## src/smd_defs.vh

```
// Constants for the stepper drive mode control block.
`ifndef SMD_DEFS_VH
`define SMD_DEFS_VH
`define SMD_CLK_HZ 100000000
`define SMD_SETTLE_US 500
`define SMD_SETTLE_CYC ((`SMD_SETTLE_US * (`SMD_CLK_HZ / 1000000)))
`define SMD_ANGLE_W 7
`define SMD_INIT_ANGLE 7'h08
`define SMD_MODE_STBY 3'h0
`define SMD_MODE_SETTLE 3'h1
`define SMD_MODE_OFF 3'h2
`define SMD_MODE_INIT 3'h3
`define SMD_MODE_RUN 3'h4
`define SMD_ADDR_CTRL 4'h0
`define SMD_ADDR_STAT 4'h4
`define SMD_ADDR_ANGLE 4'h8
`define SMD_CTRL_RESET 3'h0
`endif

```

## src/smd_angle.v

```verilog
// Electrical angle counter with direction and initial-position load.
`timescale 1ns/1ps
`default_nettype none
`include "smd_defs.vh"
module smd_angle #(
   parameter W = `SMD_ANGLE_W
) (
   input wire aclk,
   input wire aresetn,
   input wire clear,
   input wire load_init,
   input wire step,
   input wire dir_cw,
   output reg [W-1:0] angle_reg,
   output wire at_init
);
   reg [W-1:0] angle_next;
   always @* begin
      angle_next = angle_reg;
      if (clear || load_init) begin
         angle_next = `SMD_INIT_ANGLE;
      end else if (step) begin
         // A leads B when counting up; B leads A when counting down.
         if (dir_cw) begin
            angle_next = angle_reg + {{(W-1){1'b0}}, 1'b1};
         end else begin
            angle_next = angle_reg - {{(W-1){1'b0}}, 1'b1};
         end
      end
   end
   always @(posedge aclk) begin
      if (!aresetn) begin
         angle_reg <= `SMD_INIT_ANGLE;
      end else begin
         angle_reg <= angle_next;
      end
   end
   assign at_init = (angle_reg == `SMD_INIT_ANGLE);
endmodule // smd_angle
`default_nettype wire

```

## src/smd_sync.v

```verilog
// Two-flop synchroniser bank with combinational rising-edge detect on bit 0.
`timescale 1ns/1ps
`default_nettype none
module smd_sync #(
   parameter W = 6
) (
   input wire aclk,
   input wire aresetn,
   input wire [W-1:0] async_in,
   output wire [W-1:0] sync_out,
   output wire rise0
);
   reg [W-1:0] meta_reg;
   reg [W-1:0] sync_reg;
   reg last0_reg;
   always @(posedge aclk) begin
      if (!aresetn) begin
         meta_reg <= {W{1'b0}};
         sync_reg <= {W{1'b0}};
         last0_reg <= 1'b0;
      end else begin
         meta_reg <= async_in;
         sync_reg <= meta_reg;
         last0_reg <= sync_reg[0];
      end
   end
   assign sync_out = sync_reg;
   assign rise0 = sync_reg[0] & ~last0_reg;
endmodule // smd_sync
`default_nettype wire

```

## src/smd_top.v

```verilog
// Stepper drive mode control: pin gating, mode choice and AXI4-Lite status.
`timescale 1ns/1ps
`default_nettype none
`include "smd_defs.vh"
module smd_top #(
   parameter SETTLE_CYC = `SMD_SETTLE_CYC,
   parameter ANGLE_W = `SMD_ANGLE_W
) (
   input wire aclk,
   input wire aresetn,
   input wire standby_n_input,
   input wire enable_in,
   input wire start_in,
   input wire direction_select,
   input wire step_clk_in,
   input wire vbat_uv_in,
   input wire internal_5v_rail_uv_in,
   output wire phase_a_pos_out,
   output wire phase_a_neg_out,
   output wire phase_b_pos_out,
   output wire phase_b_neg_out,
   output wire phase_oe_n,
   output wire system_oscillator_en,
   output wire pwm_oscillator_en,
   output wire angle_init_n,
   input wire [3:0] s_axi_awaddr,
   input wire [2:0] s_axi_awprot,
   input wire s_axi_awvalid,
   output wire s_axi_awready,
   input wire [31:0] s_axi_wdata,
   input wire [3:0] s_axi_wstrb,
   input wire s_axi_wvalid,
   output wire s_axi_wready,
   output wire [1:0] s_axi_bresp,
   output wire s_axi_bvalid,
   input wire s_axi_bready,
   input wire [3:0] s_axi_araddr,
   input wire [2:0] s_axi_arprot,
   input wire s_axi_arvalid,
   output wire s_axi_arready,
   output wire [31:0] s_axi_rdata,
   output wire [1:0] s_axi_rresp,
   output wire s_axi_rvalid,
   input wire s_axi_rready
);
   // ****************************************
   // Input synchronisation
   // ****************************************
   wire [5:0] pins_sync;
   wire step_rise;
   wire uv_rail_sync;
   wire rst_ok;
   smd_sync #(.W(6)) u_sync (
      .aclk(aclk),
      .aresetn(aresetn),
      .async_in({internal_5v_rail_uv_in, vbat_uv_in, direction_select, start_in,
                 enable_in, step_clk_in}),
      .sync_out(pins_sync),
      .rise0(step_rise)
   );
   wire en_s = pins_sync[1];
   wire start_s = pins_sync[2];
   wire dir_s = pins_sync[3];
   wire vbat_uv_s = pins_sync[4];
   assign uv_rail_sync = pins_sync[5];
   // Rail undervoltage acts as a logic-wide reset of all control state.
   assign rst_ok = aresetn & ~uv_rail_sync;

   // ****************************************
   // Mode state machine
   // ****************************************
   reg standby_sync1_reg;
   reg standby_sync_reg;
   reg [2:0] mode_reg;
   reg [2:0] mode_next;
   reg [31:0] settle_reg;
   reg [31:0] settle_next;
   reg [2:0] ctrl_reg;
   wire force_hiz = ctrl_reg[0];
   wire hold_init = ctrl_reg[1];

   always @(posedge aclk) begin
      if (!rst_ok) begin
         standby_sync1_reg <= 1'b0;
         standby_sync_reg <= 1'b0;
      end else begin
         standby_sync1_reg <= standby_n_input;
         standby_sync_reg <= standby_sync1_reg;
      end
   end

   always @* begin
      mode_next = mode_reg;
      settle_next = settle_reg;
      if (!standby_sync_reg) begin
         // Standby wins over every other pin, enable included.
         mode_next = `SMD_MODE_STBY;
         settle_next = 32'h0;
      end else begin
         case (mode_reg)
            `SMD_MODE_STBY: begin
               mode_next = `SMD_MODE_SETTLE;
               settle_next = 32'h0;
            end
            `SMD_MODE_SETTLE: begin
               // The internal rail needs time to settle; phase outputs stay off meanwhile.
               if (settle_reg >= SETTLE_CYC - 1) begin
                  mode_next = `SMD_MODE_OFF;
               end else begin
                  settle_next = settle_reg + 32'h1;
               end
            end
            `SMD_MODE_OFF, `SMD_MODE_INIT, `SMD_MODE_RUN: begin
               if (!en_s) begin
                  mode_next = `SMD_MODE_OFF;
               end else if (start_s) begin
                  mode_next = `SMD_MODE_INIT;
               end else begin
                  mode_next = `SMD_MODE_RUN;
               end
            end
            default: begin
               mode_next = `SMD_MODE_STBY;
            end
         endcase
      end
   end

   always @(posedge aclk) begin
      if (!rst_ok) begin
         mode_reg <= `SMD_MODE_STBY;
         settle_reg <= 32'h0;
      end else begin
         mode_reg <= mode_next;
         settle_reg <= settle_next;
      end
   end

   wire in_standby = (mode_reg == `SMD_MODE_STBY);
   wire logic_live = ~in_standby & (mode_reg != `SMD_MODE_SETTLE);
   assign system_oscillator_en = ~in_standby;
   assign pwm_oscillator_en = ~in_standby;

   // ****************************************
   // Electrical angle
   // ****************************************
   // Steps count outside standby and settle whenever start and hold_init are low, also with enable low, and also
   // under battery undervoltage since inputs keep being accepted.
   wire step_ok = step_rise & logic_live & ~start_s & ~hold_init;
   wire load_init = logic_live & (start_s | hold_init);
   wire [ANGLE_W-1:0] angle;
   wire at_init;
   smd_angle #(.W(ANGLE_W)) u_angle (
      .aclk(aclk),
      .aresetn(rst_ok),
      .clear(in_standby),
      .load_init(load_init),
      .step(step_ok),
      .dir_cw(dir_s),
      .angle_reg(angle),
      .at_init(at_init)
   );
   assign angle_init_n = ~at_init;

   // ****************************************
   // Phase outputs
   // ****************************************
   reg drive_reg;
   reg [3:0] phase_reg;
   // Quadrant of the electrical angle. Phase A follows the toggle of the low quadrant bit,
   // so counting up moves A one quadrant ahead of B and counting down moves B ahead.
   wire quad_hi = angle[ANGLE_W-1];
   wire quad_lo = angle[ANGLE_W-2];
   wire a_pol = quad_hi ^ quad_lo;
   wire b_pol = quad_hi;
   always @(posedge aclk) begin
      if (!rst_ok) begin
         drive_reg <= 1'b0;
         phase_reg <= 4'h0;
      end else begin
         drive_reg <= ((mode_reg == `SMD_MODE_RUN) | (mode_reg == `SMD_MODE_INIT))
                      & ~vbat_uv_s & ~force_hiz;
         // Quadrant bits give bridge polarity; B lags A by one quadrant when counting up and leads it when counting down.
         phase_reg <= {a_pol, ~a_pol,
                       b_pol, ~b_pol};
      end
   end
   assign phase_oe_n = ~drive_reg;
   assign phase_a_pos_out = phase_reg[3];
   assign phase_a_neg_out = phase_reg[2];
   assign phase_b_pos_out = phase_reg[1];
   assign phase_b_neg_out = phase_reg[0];

   // ****************************************
   // AXI4-Lite slave
   // ****************************************
   reg aw_got_reg;
   reg w_got_reg;
   reg [3:0] awaddr_reg;
   reg [31:0] wdata_reg;
   reg wstrb0_reg;
   reg bvalid_reg;
   reg [1:0] bresp_reg;
   reg rvalid_reg;
   reg [1:0] rresp_reg;
   reg [31:0] rdata_reg;
   assign s_axi_awready = ~aw_got_reg & ~bvalid_reg;
   assign s_axi_wready = ~w_got_reg & ~bvalid_reg;
   assign s_axi_arready = ~rvalid_reg;
   assign s_axi_bvalid = bvalid_reg;
   assign s_axi_bresp = bresp_reg;
   assign s_axi_rvalid = rvalid_reg;
   assign s_axi_rresp = rresp_reg;
   assign s_axi_rdata = rdata_reg;
   wire aw_now = aw_got_reg | s_axi_awvalid;
   wire w_now = w_got_reg | s_axi_wvalid;
   wire [3:0] wa = aw_got_reg ? awaddr_reg : s_axi_awaddr;
   wire [31:0] wd = w_got_reg ? wdata_reg : s_axi_wdata;
   wire wr_fire = aw_now & w_now & ~bvalid_reg;

   always @(posedge aclk) begin
      if (!rst_ok) begin
         aw_got_reg <= 1'b0;
         w_got_reg <= 1'b0;
         awaddr_reg <= 4'h0;
         wdata_reg <= 32'h0;
         wstrb0_reg <= 1'b0;
         bvalid_reg <= 1'b0;
         bresp_reg <= 2'h0;
         ctrl_reg <= `SMD_CTRL_RESET;
      end else begin
         if (wr_fire) begin
            aw_got_reg <= 1'b0;
            w_got_reg <= 1'b0;
            bvalid_reg <= 1'b1;
            if (wa == `SMD_ADDR_CTRL) begin
               bresp_reg <= 2'h0;
               // A data word taken ahead of its address writes only if its own strobe allowed it.
               if (w_got_reg ? wstrb0_reg : s_axi_wstrb[0]) begin
                  ctrl_reg <= wd[2:0];
               end
            end else if (wa == `SMD_ADDR_STAT || wa == `SMD_ADDR_ANGLE) begin
               bresp_reg <= 2'h0;
            end else begin
               bresp_reg <= 2'h2;
            end
         end else begin
            if (s_axi_awvalid & s_axi_awready) begin
               aw_got_reg <= 1'b1;
               awaddr_reg <= s_axi_awaddr;
            end
            if (s_axi_wvalid & s_axi_wready) begin
               w_got_reg <= 1'b1;
               wdata_reg <= s_axi_wdata;
               // The strobe is kept with the data so a late address still sees it.
               wstrb0_reg <= s_axi_wstrb[0];
            end
            if (bvalid_reg & s_axi_bready) begin
               bvalid_reg <= 1'b0;
            end
         end
      end
   end

   always @(posedge aclk) begin
      if (!rst_ok) begin
         rvalid_reg <= 1'b0;
         rresp_reg <= 2'h0;
         rdata_reg <= 32'h0;
      end else if (s_axi_arvalid & ~rvalid_reg) begin
         rvalid_reg <= 1'b1;
         rresp_reg <= 2'h0;
         case (s_axi_araddr)
            `SMD_ADDR_CTRL: rdata_reg <= {29'h0, ctrl_reg};
            `SMD_ADDR_STAT: rdata_reg <= {24'h0, at_init, drive_reg, vbat_uv_s,
                                          standby_sync_reg, en_s, mode_reg};
            `SMD_ADDR_ANGLE: rdata_reg <= {{(32-ANGLE_W){1'b0}}, angle};
            default: begin
               rdata_reg <= 32'h0;
               rresp_reg <= 2'h2;
            end
         endcase
      end else if (rvalid_reg & s_axi_rready) begin
         rvalid_reg <= 1'b0;
      end
   end
endmodule // smd_top
`default_nettype wire

```

## config.mk

```make
export PLATFORM = sky130hd
export DESIGN_NAME = smd_top
export DESIGN_NICKNAME = d
export VERILOG_FILES = /design/src/smd_angle.v /design/src/smd_sync.v /design/src/smd_top.v
export VERILOG_INCLUDE_DIRS = /design/src
export SDC_FILE = /design/constraint.sdc
export NUM_CORES = 1
export LEC_CHECK = 0
export BUFFER_PORTS_ARGS = -buffer_cell sky130_fd_sc_hd__buf_2
export CAP_MARGIN = 20
export CORE_MARGIN = 2
export CORE_UTILIZATION = 27
export CTS_BUF_LIST = sky130_fd_sc_hd__clkbuf_4 sky130_fd_sc_hd__clkbuf_8
export DETAILED_ROUTE_END_ITERATION = 8
export GPL_ROUTABILITY_DRIVEN = 0
export SLEW_MARGIN = 15
export SYNTH_ARGS = -nofsm -noshare
export SYNTH_HDL_FRONTEND = slang
export SYNTH_HIERARCHICAL = 1
export SYNTH_SLANG_ARGS = --single-unit
```

## constraint.sdc

```tcl
create_clock -name aclk -period 3.7 [get_ports aclk]
set_input_delay 0.74 -clock aclk [delete_from_list [all_inputs] [get_ports aclk]]
set_output_delay 0.74 -clock aclk [all_outputs]
set_load 0.01 [all_outputs]
```

==> results.json, run 1 <==
{
  "outcome": "finished clean",
  "layout-drive-gt1-share": 0.184,
  "crit_arrival_ns": 2.09,
  "tightest_slew_ns": 0.898,
  "wl_per_cell_um": 12.4,
  "synth_largest_area_cell": "dfxtp_1",
  "path_clk_slew_ns": 0.08,
  "final_cells": 664,
  "dp.cells": 648,
  "tritoncts": "done",
  "synth_top_area_share": 0.448,
  "cts.repair.resized": 0,
  "synth-edff-count": 0,
  "setup_viol": 0,
  "dieArea_um2": 15400,
  "syn_area_per_cell_um2": 9.00,
  "die_h_um": 124,
  "synth.distinct_cells": 52,
  "io_buffers": 48,
  "ios": 113,
  "cts_root_buf": "clkbuf_8",
  "clock_skew_ns": 0.00944,
  "power_frac_comb": 0.076,
  "fin_crit_ns": 2.83,
  "hpwl_um": 6130,
  "pre_cts_ws_ns": 1.05,
  "cp_max_fo": 7,
  "largest_reg_flops": 32,
  "antenna_cells": 0,
  "layout-area-overhead-vs-synth_pct": 13.2,
  "syn_inst": 432,
  "synth-seq-area-share": 0.448,
  "antenna_found_initial": 0,
  "max_freq_mhz": 353,
  "seq_power_share": 0.547,
  "worstSetupPathType": "register to output pin",
  "slew_headroom": 0.393,
  "cts.sink_count": 87,
  "worst_slack_ns": 0.868,
  "clkPwrFrac": 0.377,
  "grt_first_pass_wirelength_um": 13700,
  "hp-class": "register to register",
  "start_util": 0.278,
  "end_kind": "output pin",
  "drt_iter0_drc": 149,
  "n_fill_cell": 1456,
  "gr-total-overflow": 0,
  "fin_nets": 550,
  "async_reset_ff_frac": 0,
  "via_count": 3038,
  "grt_max_degree": 27,
  "postRouteAntennaNets": 0,
  "core_area_um2": 14000,
  "synth.top_cells.by_area": "dfxtp_1 (45%), buf_4 (5.2%), nor2_1 (5.1%)",
  "slew_viol_final": 0,
  "hold_viol_final": 0,
  "htreeDepth": 3,
  "dr.pass1.iters": 4,
  "cp_data_required_time_ns": 2.96,
  "drt_wl_total_um": 8200,
  "switching_share": 0.243,
  "leakagePower_nw": 1.80,
  "power_density_nw_per_um2": 405,
  "synth-seq-cells": 87,
  "drc_errors": 0,
  "std_cell_rows": 43,
  "die_w_um": 124,
  "fin_crit_sh": 0.765,
  "clk_path_buf_depth": 2,
  "drv_cap": 0,
  "mostFrequentLayoutCells": "dfxtp_1 (87), nor2_1 (53), buf_2 (48), nand2_1 (26), conb_1 (26)",
  "p_int_mw": 1.35,
  "post-cts-setup-buffers": 0,
  "final_common_cell": "dfxtp_1",
  "switchingPower_uw": 434,
  "cts_hold_buf": 0,
  "viasPerCell": 4.58,
  "critPathLaunchType": "register",
  "syn-cell-area_um2": 3890,
  "grt_use_total": 0.114,
  "cts_buffers": 9,
  "synth_warnings": 6,
  "grt_pass1_vias": 2936,
  "vdd_drop_max_v": 0.000189,
  "synth_flop_cell": "dfxtp_1",
  "insertion_delay_ns": 0.36,
  "rsz0062_at_grt": "false",
  "finalSetupTns_ns": 0
}
[layer usage]
layer / vias to the layer above / global-route usage / wire length (um)
met3: 9 / 0.0348 / 347
met4: 0 / 0.0379 / 104
li1: 1554 / - / -
met5: - / 0 / 0
met2: 61 / 0.191 / 3970
met1: 1414 / 0.140 / 3780
[cell type report]
cell class                      count  area [um^2]  area share
Multi-Input combinational cell    317         1920       0.436
Sequential cell                    87         1740       0.396
Timing Repair Buffer               52          270      0.0614
Tap cell                          180          225      0.0512
Clock buffer                       11          145      0.0330
Clock inverter                      5         57.6      0.0131
Inverter                           12         45.0      0.0102
[worst paths after layout]
path,start,end,slack [ns],depth (start not counted)
hold / removal,standby_sync1_reg,standby_sync_reg,0.44,1
setup reg to reg,settle_reg[10],settle_reg[12],1.01,5
setup / recovery,u_angle/angle_reg[6],angle_init_n,0.87,4
hold reg to reg,standby_sync1_reg,standby_sync_reg,0.44,1
[logic make-up (layout without fill, tap and decap cells)]
family	count (synthesis)	after routing	share of synthesized area
muxes	22	22	0.0579
buffers and inverters	53	80	0.0830
and+or+nand+nor	180	180	0.244
other	1	26	0.000964
xor gates and xnor gates	6	6	0.0135
adders and majority gates	7	7	0.0245
DFF	87	87	0.448
AOI/OAI and AO/OA	76	76	0.128
[worst max-delay path, stage by stage (launching register included)]
cell and delay, ns:
dfxtp_1 0.39, or4b_2 0.69, nor4_1 0.37, inv_1 0.12
buf_2 0.16
[stage by stage]
stage	utilization	instance area (um^2)	total power, mW	hold slack, ns
after floorplan	-	3980	1.10	0.406
final	0.315	4400	1.78	0.436
after global routing	0.315	4400	1.86	0.457
after CTS	0.315	4400	1.80	0.438
after global placement	0.300	4200	1.13	0.413
after detailed placement	0.300	4200	1.13	0.417
[synthesized netlist by cell type (4+ instances only)]
cell type  count
nor2b_1        4
dfxtp_1       87
nor2_1        53
buf_4         27
nand3_1       10
nor4_1         5
nor3_1        11
mux2_2         4
xnor2_1        5
nand2b_1       4
a21o_1         4
mux2i_1       18
or4_1          5
o21ai_0       12
a211oi_1       7
or3_1          9
nand2_1       26
a22oi_1        4
inv_1         12
a31oi_1        4
clkbuf_1      11
and2_1        25
a211o_1        4
a21oi_1       24
ha_1           6
nand3b_1       5
and2_2         9
[power by group through the flow]
stage | logic (mW) | clock network [mW] | registers [mW]
after global routing | 0.153 | 0.729 | 0.979
final | 0.135 | 0.672 | 0.974
after floorplan | 0.112 | 0 | 0.992
after detailed placement | 0.136 | 0 | 0.996
after global placement | 0.133 | 0 | 0.996
after CTS | 0.137 | 0.691 | 0.974
Power figures use the tool's default switching activity.
==> run 2, diff against run 1 <==
clock period = 2.3 ns   (was 3.7 ns; I/O delays follow)
==> run 2 against run 1 <==
Non-clock buffer count is 37 higher; flip-flop and latch count unchanged; design area is 7.5% higher; die area unchanged; combinational power increased by 73%; routed wire length grew 8.4%; utilization rose by 2.4 points; setup slack worse by 0.89 ns; clock-buffer cell count down 2; cell count rose by 5.6%; critical path depth up 2; total power increased by 57%; the run now ends with setup timing left.
==> results.json, run 2 (same netlist as run 1, synthesis figures left out) <==
{
  "outcome": "finished with violations",
  "violations": "setup timing",
  "n_fill_cell": 1452,
  "grt_first_pass_wirelength_um": 14500,
  "path_clk_slew_ns": 0.09,
  "drc_errors": 0,
  "wl_per_cell_um": 12.7,
  "gr-total-overflow": 0,
  "drt_wl_total_um": 8890,
  "setup_viol": 2,
  "fin_crit_ns": 2.32,
  "fin_nets": 587,
  "cp_data_required_time_ns": 2.60,
  "die_w_um": 124,
  "crit_chain": "or4_4 > a311o_1 > a211o_1 > buf_6 > or4_4 > o21ai_1",
  "grt_pass1_vias": 3087,
  "die_h_um": 124,
  "clk_path_buf_depth": 2,
  "rsz0062_at_grt": "true",
  "cp_max_fo": 4,
  "final_common_cell": "dfxtp_1",
  "power_density_nw_per_um2": 590,
  "slowest_delay_ns": 0.53,
  "holdCritStartpoint": "standby_n_input",
  "dr.pass1.iters": 4,
  "ios": 113,
  "slew_viol_final": 0,
  "cts_hold_buf": 0,
  "tritoncts": "done",
  "hold_path_end": "standby_sync1_reg",
  "start_util": 0.278,
  "worst_slack_ns": -0.0249,
  "hold_viol_final": 0,
  "ff2ff_setup_slack_ns": -0.02,
  "leakagePower_nw": 1.99,
  "hpwl_um": 6690,
  "mostFrequentLayoutCells": "dfxtp_1 (83), nor2_1 (53), buf_2 (48), buf_4 (39)",
  "cts_root_buf": "clkbuf_8",
  "max_freq_mhz": 430,
  "dieArea_um2": 15400,
  "crit_top_cell": "or4_4",
  "finalSetupTns_ns": -0.0342,
  "hp-class": "input port to register",
  "drt_iter0_drc": 148,
  "tightest_slew_ns": 0.836,
  "crit_arrival_ns": 2.62,
  "utilization": 0.338,
  "grt_use_total": 0.120,
  "via_count": 3251,
  "worstRegToRegCells": 6,
  "postRouteAntennaNets": 0,
  "cts.sink_count": 87,
  "multiInputGateArea_um2": 1980,
  "fin_area_um2": 4730,
  "worstSetupPathType": "register to register",
  "slew_headroom": 0.440,
  "drv_cap": 0,
  "htreeDepth": 3,
  "cts_buffers": 9,
  "rr_startpoint": "settle_reg[17]",
  "hold-worst-slack_ns": 0.299,
  "placed_area_um2": 4450,
  "core_area_um2": 14000,
  "holdPathStages": 2,
  "antenna_found_initial": 0,
  "viasPerCell": 4.64,
  "critPathLaunchType": "register",
  "r2r_end": "settle_reg[11]",
  "end_kind": "register",
  "layout-area-overhead-vs-synth_pct": 21.7,
  "vdd_drop_max_v": 0.000300,
  "antenna_cells": 0,
  "clock_skew_ns": 0.0132,
  "grt_max_degree": 27,
  "seq_area_um2": 1750,
  "fin_crit_sh": 1.01,
  "insertion_delay_ns": 0.36,
  "largest_reg_flops": 32,
  "std_cell_rows": 43,
  "layout-drive-gt1-share": 0.267,
  "cp_slowest_cell": "or4_4",
  "io_buffers": 48
}
run 2: changes by cell type in the layout (fill, tap and decap cells not counted), moves of 3 or more:
| cell | change |
|---|---|
| or4_1 | -5 |
| clkinv_4 | +3 |
| buf_4 | +35 |
| dfxtp_1 | -4 |
| dfxtp_2 | +4 |
| or4_4 | +5 |
run 2: timing repair:
action                     in CTS  in global routing
cloned                          0                  0
gates resized for setup         6                 13
setup endpoints to repair       6                 11
pin swaps                       4                  4
buffers inserted                2                  2
run 2: metal layers:
metal | global-route usage | up-vias | wire length [um]
met5 | 0 | - | 0
met4 | 0.0506 | 0 | 146
met3 | 0.0307 | 13 | 325
met2 | 0.197 | 68 | 4310
met1 | 0.149 | 1539 | 4110
li1 | - | 1631 | -
run 2: cell type report:
| class | count | area share |
|---|---|---|
| Inverter | 12 | 0.00952 |
| Multi-Input combinational cell | 317 | 0.418 |
| Sequential cell | 87 | 0.369 |
| Clock inverter | 7 | 0.0119 |
| Tap cell | 180 | 0.0476 |
| Timing Repair Buffer | 89 | 0.117 |
| Clock buffer | 9 | 0.0262 |
run 2: per-stage QoR:
step           total power, mW  worst slack, ns  std cells
3_3_place_gp              1.83          -0.0209        681
2_1_floorplan             1.78         -0.00291        457
4_1_cts                   2.83          -0.0311        699
5_1_grt                   2.93          -0.0782        701
6_report                  2.79          -0.0249        701
3_5_place_dp              1.84          -0.0233        681
run 2: report_power, final:
group | switching, mW | internal [mW] | total (mW) | leakage [nW]
sequential | 0.0284 | 1.54 | 1.57 | 0.708
combinational | 0.134 | 0.0993 | 0.233 | 1.19
clock | 0.588 | 0.404 | 0.992 | 0.0902
run 2: critical path, delay by kind of cell, from the launching register on:
kind | cells | cell delay [ns]
buffers and inverters | 1 | 0.14
DFF | 1 | 0.32
AOI/OAI and AO/OA | 3 | 0.78
and+or+nand+nor | 2 | 1.02
run 2: worst max path at each step:
stage | cells after the start | to | startpoint
final | 6 | settle_reg[11] | settle_reg[17]
after global placement | 6 | settle_reg[7] | settle_reg[13]
after CTS | 6 | settle_reg[11] | settle_reg[13]
after detailed placement | 6 | settle_reg[7] | settle_reg[13]
after global routing | 6 | settle_reg[7] | settle_reg[17]
after floorplan | 7 | settle_reg[11] | settle_reg[0]
